### src/rtl/counter8_pkg.sv
// Constants shared by the 8-bit timer/counter and its tick generator.
package counter8_pkg;

  // Count range limits.
  localparam logic [7:0] BOTTOM = 8'h00;
  localparam logic [7:0] MAX = 8'hff;

  // Waveform mode field codes.
  localparam logic [1:0] WGM_NORMAL = 2'h0;
  localparam logic [1:0] WGM_PHASE = 2'h1;
  localparam logic [1:0] WGM_CTC = 2'h2;
  localparam logic [1:0] WGM_FAST = 2'h3;

  // Output mode codes.
  localparam logic [1:0] OM_NONE = 2'h0;
  localparam logic [1:0] OM_TOGGLE = 2'h1;
  localparam logic [1:0] OM_CLEAR = 2'h2;
  localparam logic [1:0] OM_SET = 2'h3;

  // Clock select codes.
  localparam logic [2:0] CS_STOP = 3'h0;
  localparam logic [2:0] CS_DIV1 = 3'h1;
  localparam logic [2:0] CS_DIV8 = 3'h2;
  localparam logic [2:0] CS_DIV64 = 3'h3;
  localparam logic [2:0] CS_DIV256 = 3'h4;
  localparam logic [2:0] CS_DIV1024 = 3'h5;
  localparam logic [2:0] CS_EXT_FALL = 3'h6;
  localparam logic [2:0] CS_EXT_RISE = 3'h7;

  // Prescaler masks: a tick fires when the masked bits are all ones.
  localparam logic [9:0] PRE_MASK_1 = 10'h000;
  localparam logic [9:0] PRE_MASK_8 = 10'h007;
  localparam logic [9:0] PRE_MASK_64 = 10'h03f;
  localparam logic [9:0] PRE_MASK_256 = 10'h0ff;
  localparam logic [9:0] PRE_MASK_1024 = 10'h3ff;

endpackage : counter8_pkg

### src/rtl/counter8_tick_gen.sv
// Timer tick generator: prescaler and synchronised external count pin.
`timescale 1ns/10ps
`default_nettype none

module counter8_tick_gen (
  // Clock and reset.
  input wire logic ref_clk,
  input wire logic sys_rst,
  // Source selection.
  input wire logic [2:0] clock_select_field,
  // External count pin, asynchronous.
  input wire logic ext_count_pin,
  // One-cycle enable for the counter.
  output logic timer_tick
);

  typedef struct packed {
    logic [9:0] pre;
    logic s1;
    logic s2;
    logic s3;
    logic level;
    logic [1:0] fill;
    logic tick;
  } tick_state_s;

  tick_state_s s_q;
  tick_state_s s_d;
  logic [9:0] mask;
  logic rise;
  logic fall;

  // Prescaler mask selection and external edge detection on agreed levels.
  always_comb begin
    s_d = s_q;
    mask = counter8_pkg::PRE_MASK_1;
    rise = 1'b0;
    fall = 1'b0;
    s_d.pre = s_q.pre + 10'h001;
    s_d.s1 = ext_count_pin;
    s_d.s2 = s_q.s1;
    s_d.s3 = s_q.s2;
    // Until the chain has filled after reset the level is adopted without
    // an edge, so a pin that idles high gives no false count.
    if (s_q.fill != 2'h3) begin
      s_d.fill = s_q.fill + 2'h1;
      s_d.level = s_q.s2;
    end else if (s_q.s2 == s_q.s3 && s_q.s3 != s_q.level) begin
      // Only a level seen by both later stages counts.
      s_d.level = s_q.s3;
      rise = s_q.s3;
      fall = !s_q.s3;
    end
    unique case (clock_select_field)
      counter8_pkg::CS_DIV8: mask = counter8_pkg::PRE_MASK_8;
      counter8_pkg::CS_DIV64: mask = counter8_pkg::PRE_MASK_64;
      counter8_pkg::CS_DIV256: mask = counter8_pkg::PRE_MASK_256;
      counter8_pkg::CS_DIV1024: mask = counter8_pkg::PRE_MASK_1024;
      default: mask = counter8_pkg::PRE_MASK_1;
    endcase
    unique case (clock_select_field)
      counter8_pkg::CS_STOP: s_d.tick = 1'b0;
      counter8_pkg::CS_EXT_FALL: s_d.tick = fall;
      counter8_pkg::CS_EXT_RISE: s_d.tick = rise;
      default: s_d.tick = ((s_q.pre & mask) == mask);
    endcase
  end

  // State register.
  always_ff @(posedge ref_clk) begin
    if (sys_rst) begin
      s_q <= '0;
    end else begin
      s_q <= s_d;
    end
  end

  assign timer_tick = s_q.tick;

  a_stop_no_tick: assert property (
    @(posedge ref_clk) disable iff (sys_rst)
    clock_select_field == counter8_pkg::CS_STOP |=> !timer_tick)
    else $error("Tick seen while clock select is stopped.");

endmodule : counter8_tick_gen

`default_nettype wire

### src/rtl/counter8_compare_unit.sv
// 8-bit timer/counter with one output compare channel and pin override.
`timescale 1ns/10ps
`default_nettype none

module counter8_compare_unit (
  // Clock and reset.
  input wire logic ref_clk,
  input wire logic sys_rst,
  // Configuration.
  input wire logic [2:0] clock_select_field,
  input wire logic [1:0] waveform_mode_field,
  input wire logic [1:0] output_mode_bits,
  input wire logic compare_irq_enable,
  input wire logic overflow_irq_enable,
  input wire logic global_irq_enable,
  // Software writes.
  input wire logic count_write,
  input wire logic [7:0] count_write_data,
  input wire logic compare_write,
  input wire logic [7:0] compare_write_data,
  input wire logic force_compare_strobe,
  input wire logic compare_flag_clear,
  input wire logic overflow_flag_clear,
  // Interrupt service acknowledges.
  input wire logic compare_irq_ack,
  input wire logic overflow_irq_ack,
  // External count pin and general port.
  input wire logic ext_count_pin,
  input wire logic port_data,
  input wire logic compare_pin_direction,
  // Status.
  output logic [7:0] count_value,
  output logic [7:0] compare_value,
  output logic compare_flag,
  output logic overflow_flag,
  output logic compare_irq,
  output logic overflow_irq,
  output logic at_bottom,
  output logic at_max,
  output logic compare_output,
  // Pin drive.
  output logic pin_out,
  output logic pin_oe
);

  typedef struct packed {
    logic [7:0] cnt;
    logic [7:0] ocr;
    logic [7:0] ocr_buf;
    logic [7:0] cmp_view;
    logic down;
    logic block;
    logic cflag;
    logic oflag;
    logic cirq;
    logic oirq;
    logic oc;
    logic bottom;
    logic max;
    logic pin_out;
    logic pin_oe;
  } unit_state_s;

  unit_state_s s_q;
  unit_state_s s_d;
  logic timer_tick;
  logic pwm;
  logic match;
  logic cset;
  logic oset;
  logic [7:0] top;

  // Tick source for the counter.
  counter8_tick_gen u_tick (
    .ref_clk(ref_clk),
    .sys_rst(sys_rst),
    .clock_select_field(clock_select_field),
    .ext_count_pin(ext_count_pin),
    .timer_tick(timer_tick)
  );

  // Counter, compare, flags and waveform update.
  always_comb begin
    s_d = s_q;
    pwm = waveform_mode_field[0]; // Modes one and three are the PWM modes.
    top = (waveform_mode_field == counter8_pkg::WGM_CTC) ?
          s_q.ocr : counter8_pkg::MAX;
    // A blocked tick ignores equality so a preset compare cannot fire.
    match = (s_q.cnt == s_q.ocr) && !s_q.block;
    cset = timer_tick && match;
    oset = 1'b0;

    if (timer_tick) begin
      s_d.block = 1'b0;
      unique case (waveform_mode_field)
        counter8_pkg::WGM_NORMAL: begin
          s_d.cnt = s_q.cnt + 8'h01;
          oset = (s_q.cnt == counter8_pkg::MAX);
        end
        counter8_pkg::WGM_CTC: begin
          if (s_q.cnt == top && match) begin
            s_d.cnt = counter8_pkg::BOTTOM;
          end else begin
            s_d.cnt = s_q.cnt + 8'h01;
          end
          oset = (s_q.cnt == counter8_pkg::MAX);
        end
        counter8_pkg::WGM_FAST: begin
          if (s_q.cnt == top) begin
            s_d.cnt = counter8_pkg::BOTTOM;
          end else begin
            s_d.cnt = s_q.cnt + 8'h01;
          end
          oset = (s_q.cnt == counter8_pkg::MAX);
        end
        counter8_pkg::WGM_PHASE: begin
          // Turn around at both ends so each end value is held one tick.
          if (!s_q.down) begin
            if (s_q.cnt == top) begin
              s_d.down = 1'b1;
              s_d.cnt = s_q.cnt - 8'h01;
            end else begin
              s_d.cnt = s_q.cnt + 8'h01;
            end
          end else begin
            if (s_q.cnt == counter8_pkg::BOTTOM) begin
              s_d.down = 1'b0;
              s_d.cnt = s_q.cnt + 8'h01;
            end else begin
              s_d.cnt = s_q.cnt - 8'h01;
            end
          end
          oset = (s_q.cnt == counter8_pkg::BOTTOM);
        end
      endcase
      // Buffered compare value moves in at top of the PWM sequence.
      if (pwm && s_q.cnt == top) begin
        s_d.ocr = s_q.ocr_buf;
      end
    end

    // Only phase-correct mode may count down.
    if (waveform_mode_field != counter8_pkg::WGM_PHASE) begin
      s_d.down = 1'b0;
    end

    // Software counter write wins over the tick result.
    if (count_write) begin
      s_d.cnt = count_write_data;
      s_d.block = 1'b1;
    end

    // Compare value access goes to buffer or live register by mode.
    if (compare_write) begin
      s_d.ocr_buf = compare_write_data;
      if (!pwm) begin
        s_d.ocr = compare_write_data;
      end
    end
    s_d.cmp_view = pwm ? s_d.ocr_buf : s_d.ocr;

    // Waveform output; output mode bits act at once, unbuffered.
    if (!pwm) begin
      if (cset || force_compare_strobe) begin
        unique case (output_mode_bits)
          counter8_pkg::OM_TOGGLE: s_d.oc = !s_q.oc;
          counter8_pkg::OM_CLEAR: s_d.oc = 1'b0;
          counter8_pkg::OM_SET: s_d.oc = 1'b1;
          counter8_pkg::OM_NONE: s_d.oc = s_q.oc;
        endcase
      end
    end else if (output_mode_bits[1]) begin
      // Code two is non-inverting; code three inverts. Code one does nothing.
      if (waveform_mode_field == counter8_pkg::WGM_FAST) begin
        if (cset) begin
          s_d.oc = output_mode_bits[0];
        end else if (timer_tick && s_q.cnt == counter8_pkg::MAX) begin
          s_d.oc = !output_mode_bits[0];
        end
      end else if (cset) begin
        s_d.oc = output_mode_bits[0] ^ s_q.down;
      end
    end

    // Flags: hardware set wins over a clear in the same cycle.
    if (compare_flag_clear || compare_irq_ack) begin
      s_d.cflag = 1'b0;
    end
    if (cset) begin
      s_d.cflag = 1'b1;
    end
    if (overflow_flag_clear || overflow_irq_ack) begin
      s_d.oflag = 1'b0;
    end
    if (timer_tick && oset) begin
      s_d.oflag = 1'b1;
    end
    s_d.cirq = s_d.cflag && compare_irq_enable && global_irq_enable;
    s_d.oirq = s_d.oflag && overflow_irq_enable && global_irq_enable;

    // Range indications track the counter as it is registered.
    s_d.bottom = (s_d.cnt == counter8_pkg::BOTTOM);
    s_d.max = (s_d.cnt == counter8_pkg::MAX);

    // Pin drive; override does not depend on the waveform mode.
    s_d.pin_out = (output_mode_bits != counter8_pkg::OM_NONE) ?
                  s_q.oc : port_data;
    s_d.pin_oe = compare_pin_direction;
  end

  // State register; the compare output resets to zero only here.
  always_ff @(posedge ref_clk) begin
    if (sys_rst) begin
      s_q <= '0;
      s_q.bottom <= 1'b1;
    end else begin
      s_q <= s_d;
    end
  end

  assign count_value = s_q.cnt;
  assign compare_value = s_q.cmp_view;
  assign compare_flag = s_q.cflag;
  assign overflow_flag = s_q.oflag;
  assign compare_irq = s_q.cirq;
  assign overflow_irq = s_q.oirq;
  assign at_bottom = s_q.bottom;
  assign at_max = s_q.max;
  assign compare_output = s_q.oc;
  assign pin_out = s_q.pin_out;
  assign pin_oe = s_q.pin_oe;

  a_bottom_tracks: assert property (
    @(posedge ref_clk) disable iff (sys_rst)
    at_bottom == (count_value == 8'h00))
    else $error("Bottom indication disagrees with counter.");

  a_max_tracks: assert property (
    @(posedge ref_clk) disable iff (sys_rst)
    at_max == (count_value == 8'hff))
    else $error("Maximum indication disagrees with counter.");

  a_write_wins: assert property (
    @(posedge ref_clk) disable iff (sys_rst)
    count_write |=> count_value == $past(count_write_data))
    else $error("Counter write lost to count logic.");

  a_flag_set: assert property (
    @(posedge ref_clk) disable iff (sys_rst)
    cset |=> compare_flag)
    else $error("Compare match did not set the flag.");

  a_flag_clear: assert property (
    @(posedge ref_clk) disable iff (sys_rst)
    compare_flag_clear && !cset |=> !compare_flag)
    else $error("Write of one did not clear the compare flag.");

  a_block_match: assert property (
    @(posedge ref_clk) disable iff (sys_rst)
    count_write ##1 (!count_write && timer_tick)[*1] |-> !cset)
    else $error("Compare match not blocked after counter write.");

  a_irq_gate: assert property (
    @(posedge ref_clk) disable iff (sys_rst)
    compare_irq |-> compare_flag && $past(compare_irq_enable))
    else $error("Compare interrupt without flag or enable.");

  a_force_noflag: assert property (
    @(posedge ref_clk) disable iff (sys_rst)
    force_compare_strobe && !cset && !compare_flag |=> !compare_flag)
    else $error("Force strobe set the compare flag.");

  a_pin_override: assert property (
    @(posedge ref_clk) disable iff (sys_rst)
    output_mode_bits != 2'h0 |=> pin_out == $past(compare_output))
    else $error("Pin not driven from compare output under override.");

  a_pin_dir: assert property (
    @(posedge ref_clk) disable iff (sys_rst)
    compare_pin_direction ##1 compare_pin_direction |-> pin_oe)
    else $error("Pin enable does not follow direction bit.");

  // Without a tick or a write the counter must stand still.
  a_count_hold: assert property (
    @(posedge ref_clk) disable iff (sys_rst)
    !timer_tick && !count_write |=> count_value == $past(count_value))
    else $error("Counter moved without a tick or a write.");

  // Normal and fast modes only ever step up; the wrap is plain 8-bit carry.
  a_up_count: assert property (
    @(posedge ref_clk) disable iff (sys_rst)
    (waveform_mode_field == counter8_pkg::WGM_NORMAL ||
     waveform_mode_field == counter8_pkg::WGM_FAST) &&
    timer_tick && !count_write |=>
    count_value == $past(count_value) + 8'h01)
    else $error("Counter did not step up by one in an up-only mode.");

  a_ctc_clear: assert property (
    @(posedge ref_clk) disable iff (sys_rst)
    waveform_mode_field == counter8_pkg::WGM_CTC && timer_tick && match &&
    !count_write |=> count_value == 8'h00)
    else $error("Clear-on-match mode did not clear the counter.");

  // The live compare value may only move in at top while buffering.
  a_buffer_hold: assert property (
    @(posedge ref_clk) disable iff (sys_rst)
    pwm && !(timer_tick && s_q.cnt == top) |=> s_q.ocr == $past(s_q.ocr))
    else $error("Buffered compare value moved in away from top.");

  a_pwm_noforce: assert property (
    @(posedge ref_clk) disable iff (sys_rst)
    pwm && force_compare_strobe && !timer_tick |=>
    compare_output == $past(compare_output))
    else $error("Force strobe changed the output in a PWM mode.");

  a_none_hold: assert property (
    @(posedge ref_clk) disable iff (sys_rst)
    output_mode_bits == counter8_pkg::OM_NONE |=>
    compare_output == $past(compare_output))
    else $error("Output mode zero changed the compare output.");

  a_ovf_set: assert property (
    @(posedge ref_clk) disable iff (sys_rst)
    timer_tick && oset |=> overflow_flag)
    else $error("Overflow point did not set the overflow flag.");

  a_ovf_gate: assert property (
    @(posedge ref_clk) disable iff (sys_rst)
    overflow_irq |-> overflow_flag && $past(overflow_irq_enable) &&
    $past(global_irq_enable))
    else $error("Overflow interrupt without flag or enable.");

endmodule : counter8_compare_unit

`default_nettype wire

### config.mk
export PLATFORM = sky130hd
export DESIGN_NAME = counter8_compare_unit
export DESIGN_NICKNAME = d
export VERILOG_FILES = /design/src/rtl/counter8_pkg.sv /design/src/rtl/counter8_tick_gen.sv /design/src/rtl/counter8_compare_unit.sv
export SDC_FILE = /design/constraint.sdc
export NUM_CORES = 1
export LEC_CHECK = 0
export ABC_CLOCK_PERIOD_IN_PS = 3100
export BUFFER_PORTS_ARGS = -buffer_cell sky130_fd_sc_hd__buf_2
export CORE_ASPECT_RATIO = 2
export CORE_UTILIZATION = 56
export CTS_CLUSTER_SIZE = 10
export DETAILED_ROUTE_END_ITERATION = 8
export MAX_ROUTING_LAYER = met4
export PLACE_DENSITY_LB_ADDON = 0.12
export SYNTH_ARGS = -nofsm -noshare
export SYNTH_HDL_FRONTEND = slang
export SYNTH_SLANG_ARGS = --single-unit
### constraint.sdc
create_clock -name ref_clk -period 3.1 [get_ports ref_clk]
set_clock_uncertainty 0.15 [all_clocks]
set_input_delay 0.31 -clock ref_clk [delete_from_list [all_inputs] [get_ports ref_clk]]
set_output_delay 0.31 -clock ref_clk [all_outputs]
set_load 0.005 [all_outputs]
# Word-level counts from Yosys, hierarchy flattened
# Cells that the tools add are included.
# W data, S select, Z words.
# op_classes
n_mux	41
n_addsub	4
bitwise_logic	2
eq_ne	25
reduce_logical	31
# op_table
operator	n
$mux W8	10
$pmux W10 S4	1
$mux W16	2
$pmux W8 S4	1
$mux W1	24
$eq A8 B8 Y1	2
$eq A8 B8 Y1 const B	2
$logic_not A8 Y1	2
$eq A3 B3 Y1 const B	4
$logic_and A1 B1 Y1	11
$add A10 B1 Y10 const B	1
$and A10 B10 Y10	1
$eq A10 B10 Y1	1
$add A8 B1 Y8 const B	1
$eq A2 B2 Y1 const B	4
$reduce_bool A2 Y1	4
$sub A8 B1 Y8 const B	1
$eq A3 B2 Y1 const B	2
$ne A3 B1 Y1 const B	2
$pmux W1 S3	2
$reduce_and A5 Y1	1
$eq A2 B1 Y1 const B	2
$logic_not A1 Y1	4
$logic_not A2 Y1	2
12 further kinds	16
# totals
reg_bits	60
word_cells	125
inputBits	38
out_inout_bits	25

# Depth between registers and ports, before layout
# depth
ltp_word	10
mapped_depth	10
depth_no_buf	10

# By module
# From an unflattened synthesis, not the netlist that was laid out.
# hier_totals
hier_cells	419
hier_area_um2	3414.5
# modules_own_cells
mod	area_each_um2	instances	cells_per_inst	seq_area_each_um2
counter8_compare_unit	2677.6	1	338	860.8
counter8_tick_gen	737.0	1	81	340.3

# Worst setup path after synthesis
# Ideal clock, no wire load.
# synth_path
kind	in2reg
start	input port waveform_mode_field[0]
end	register s_q, in the netlist at_bottom
required_time_ns	2.834
setup_slack_ns	0.607
arrival_ns	2.227
path_buffers	1
stages	9
setup_time_ns	0.116
path_cell_list	buf_2 or2b_4 o32ai_1 and3_4 a21oi_4 or4_4 o211ai_2 nor3_1 a41o_1
# synth_between
elab_chain_len	9
elab_cells_between_ends	15
cone_classes	eq/ne (4); mux (8); reduce/logical (3)
# synth_lines
element	line	text
from (decl)	counter8_compare_unit.sv:11	input wire logic [1:0] waveform_mode_field,
$eq A2 B2 Y1	counter8_compare_unit.sv:86, counter8_compare_unit.sv:95	
$mux W8	counter8_compare_unit.sv:86	top = (waveform_mode_field == counter8_pkg::WGM_CTC) ?
$eq A8 B8 Y1	counter8_compare_unit.sv:101, counter8_compare_unit.sv:109, counter8_compare_unit.sv:119	
$mux W8 / $logic_and A1 B1 Y1 (equally long branches)	counter8_compare_unit.sv:119, counter8_compare_unit.sv:101	
$mux W8, on equally long branches	counter8_compare_unit.sv:118, counter8_compare_unit.sv:101	
$pmux W8 S4 *	counter8_compare_unit.sv:95	unique case (waveform_mode_field)
$mux W16 *	counter8_compare_unit.sv:93	if (timer_tick) begin
$mux W8 *	counter8_compare_unit.sv:148	if (count_write) begin
$logic_not A8 Y1 *	counter8_compare_unit.sv:202	s_d.bottom = (s_d.cnt == counter8_pkg::BOTTOM);
to (decl)	counter8_compare_unit.sv:64	unit_state_s s_q;
# Every way passes the cells marked *; elsewhere a longest branch is shown, timed or not.
# A chain may end at the register's enable or synchronous reset.

# Worst setup path in the final report
# layout_path
start	register s_q, in the netlist count_value[0]
end	register s_q, in the netlist at_max
# layout_between
elab_chain_len	8
elab_cells_between_ends	16
cone_classes	add/sub (2); eq/ne (3); mux (8); reduce/logical (3)
# layout_lines
element	line	text
branches (longest 5 deep; another with $add A8 B1 Y8)	n/a	
$mux W16 *	counter8_compare_unit.sv:93	
$mux W8 *	counter8_compare_unit.sv:148	
$eq A8 B8 Y1 *	counter8_compare_unit.sv:203	s_d.max = (s_d.cnt == counter8_pkg::MAX);
# Mark *: on every way between the ends.

==> flow_metrics.env <==
export IMPL_status="finished clean"
export IMPL_netSwitchingPower_mw=0.586
export IMPL_grt_setup_unrepaired="no"
export IMPL_clk_path_buf_depth=2
export IMPL_fp_dieArea_um2=6460
export IMPL_syn_nets=465
export IMPL_synth_flop_cell="dfxtp_1"
export IMPL_start_kind="register"
export IMPL_fin_nets=520
export IMPL_num_io_pins=63
export IMPL_finalSetupViolCount=0
export IMPL_total_power_mw=2.26
export IMPL_cts_buffers=9
export IMPL_drive_gt1_frac=0.233
export IMPL_core_um2=5960
export IMPL_cts_tree="built"
export IMPL_combPwrFrac=0.147
export IMPL_track_usage=0.362
export IMPL_synth_area_per_cell_um2=8.13
export IMPL_period_minus_slack_ps=2950
export IMPL_place_congestion=1.01
export IMPL_rows=40
export IMPL_hold_buffers=0
export IMPL_whs_path_depth=2
export IMPL_grt_pass1_vias=3423
export IMPL_regToRegSetupSlack_ps=150
export IMPL_htreeDepth=3
export IMPL_p_leak_nw=1.78
export IMPL_port_buffer_count=62
export IMPL_placed_cell_area_um2=3750
export IMPL_vias=3357
export IMPL_clkTransAtPathRegs_ps=50
export IMPL_cts_sinks=60
export IMPL_yosysUniqueCellTypes=63
export IMPL_hold_viol=0
export IMPL_hpwl_um=7900
export IMPL_synth_area_um2=3430
export IMPL_drt_initial_drc_count=156
export IMPL_seq_power_share=0.380
export IMPL_antenna_cells=0
export IMPL_worstPathMaxFanout=8
export IMPL_grt_start_max_net_pins=41
export IMPL_rr_worst_depth=8
export IMPL_netSwitchingFraction=0.259
export IMPL_design_area_um2=4080
export IMPL_vdd_drop_max_mv=0.445
export IMPL_final_period_utilization=0.953
export IMPL_drc=0
export IMPL_die_h_um=113
export IMPL_insertion_delay_ps=330
export IMPL_cp_data_required_time_ps=3190
export IMPL_hold_class="in2reg"
export IMPL_synthCells=422
export IMPL_drtAntennaViolNets=0
export IMPL_cts_setup_buffers=0
export IMPL_internal_power_mw=1.68
export IMPL_yosysWarnings=0
export IMPL_dr_pass1_iters=5
export IMPL_wl_per_cell_um=19.9
export IMPL_async_flop_share=0
export IMPL_max_clock_freq_ghz=0.338
export IMPL_grt_ovfl_total=0
export IMPL_area_growth_pct=19.0
export IMPL_grt_pass1_wl_um=17000
export IMPL_synth_seq_area_share=0.350
export IMPL_worstSetupEndpointType="register"
export IMPL_arrival_ps=3040
export IMPL_tightest_slew_ps=780
export IMPL_antenna_found_initial=0
export IMPL_start_util=0.576
export IMPL_path_class="reg2reg"
export IMPL_setup_tns_ps=0
export IMPL_pwr_share_clk=0.474
export IMPL_cts_resized=0
export IMPL_wl_um=10800
export IMPL_final_max_slew_viol_count=0
export IMPL_relSlewSlack=0.480
export IMPL_vias_per_cell=6.17
export IMPL_pwr_density_cell_nw_per_um2=554
export IMPL_synth_seq_cells=60
export IMPL_synth_edff_count=0
export IMPL_post_route_util=0.686
export IMPL_maxCapViolations=0
export IMPL_dieWidth_um=57.3
export IMPL_ctsRootBufferMaster="clkbuf_16"
worst paths after layout:
kind / from / end
worst max-delay path: count_value[0]$_SDFF_PP0_ / at_max$_SDFF_PP0_
worst min-delay path: compare_pin_direction / pin_oe$_SDFF_PP0_
worst max register to register: count_value[0]$_SDFF_PP0_ / at_max$_SDFF_PP0_
worst min register to register: u_tick.s_q[7]$_SDFF_PP0_ / u_tick.s_q[7]$_SDFF_PP0_
cell usage after synthesis (3+ instances only):
cell type / instances / area share
inv_1: 13 / 0.014
or3_1: 5 / 0.0091
o211ai_1: 4 / 0.0088
buf_4: 16 / 0.035
o2111ai_1: 5 / 0.013
mux2i_1: 26 / 0.076
o31ai_1: 4 / 0.0088
dfxtp_1: 60 / 0.35
nand4_1: 3 / 0.0055
nor3_1: 7 / 0.010
buf_1: 4 / 0.0044
a31oi_1: 4 / 0.0073
a22oi_1: 3 / 0.0066
nand3_1: 12 / 0.018
o21ai_0: 13 / 0.019
ha_1: 5 / 0.018
nor2b_1: 12 / 0.022
nor2_1: 69 / 0.075
clkbuf_1: 13 / 0.014
buf_2: 4 / 0.0058
and3_1: 4 / 0.0073
nor4_1: 3 / 0.0055
xor2_1: 8 / 0.020
a21oi_1: 27 / 0.039
nand2b_1: 6 / 0.011
a211oi_1: 12 / 0.026
nand2_1: 30 / 0.033
xnor2_1: 5 / 0.013
cell usage in the layout (no fill, tap or decap), types with 3 or more instances in the layout:
master,count
xor2_1,8
nand4_1,3
and3_1,4
xnor2_1,5
or3_1,5
o31ai_1,4
a211oi_1,12
buf_2,62
clkbuf_16,9
nand2b_1,6
o2111ai_1,4
nor3_1,7
mux2i_1,26
o211ai_1,4
nand2_1,30
ha_1,5
buf_4,20
dfxtp_1,60
a21oi_1,27
nor2_1,69
a22oi_1,3
nor4_1,3
a31oi_1,4
o21ai_0,13
inv_1,13
nand3_1,12
nor2b_1,12
metal layers:
| metal | track usage | vias to the layer above | part of all wire |
|---|---|---|---|
| li1 | - | 1603 | - |
| met3 | 0.0583 | 49 | 0.034 |
| met1 | 0.327 | 1586 | 0.33 |
| met5 | - | - | 0 |
| met4 | 0.260 | 0 | 0.077 |
| met2 | 0.655 | 119 | 0.56 |
registers in the layout (all words and copies together) (netlist names):
| name | cells |
|---|---|
| compare_value | 8 |
| compare_output | 1 |
| count_value | 8 |
| u_tick.s_d | 2 |
| compare_flag | 1 |
| overflow_irq | 1 |
| pin_oe | 1 |
| at_bottom | 1 |
| pin_out | 1 |
| u_tick.timer_tick | 1 |
| s_q | 18 |
| overflow_flag | 1 |
| u_tick.s_q | 14 |
| compare_irq | 1 |
| at_max | 1 |
critical path: stages, from the launching register on:
cell and delay, ps:
dfxtp_1 510, inv_1 160, o2111ai_2 380, o31a_1 280, o21ai_1 90, buf_4 150
a2111oi_0 630, o41ai_2 220, nor4_2 280
stage by stage:
step | setup WS, ps | instances | hold WS [ps]
6_report | 146 | 544 | 43.3
3_5_place_dp | 174 | 529 | 285
2_1_floorplan | 607 | 422 | 244
4_1_cts | 131 | 544 | 41.1
3_3_place_gp | 208 | 529 | 269
5_1_grt | 11.8 | 544 | 52.3
cell families (layout without fill, tap and decap cells):
| kind of cell | Yosys count | count (layout) | synth area share |
|---|---|---|---|
| AND/OR/NAND/NOR | 169 | 169 | 0.242 |
| AO/OA/AOI/OAI | 97 | 97 | 0.203 |
| flip-flops | 60 | 60 | 0.350 |
| buffers and inverters | 52 | 111 | 0.0780 |
| multiplexers | 26 | 26 | 0.0759 |
| XOR/XNOR | 13 | 13 | 0.0332 |
| adder cells (fa/ha/maj) | 5 | 5 | 0.0182 |
area by class of cell:
type                       count  area (um^2)
tap                           63         78.8
timing repair buffer          82          460
clock inverter                 5         83.8
inverter                      14         52.6
sequential                    60         1200
multi-input combinational    310         1970
clock buffer                  10          239
fill                         485         1870
power groups by stage:
stage	clock network [mW]	logic, mW	registers [mW]
2_1_floorplan	0	0.224	0.856
3_3_place_gp	0	0.315	0.867
3_5_place_dp	0	0.319	0.871
4_1_cts	1.08	0.326	0.857
5_1_grt	1.11	0.359	0.863
6_report	1.07	0.332	0.859
No activity file was read; power rests on OpenSTA's default activity.
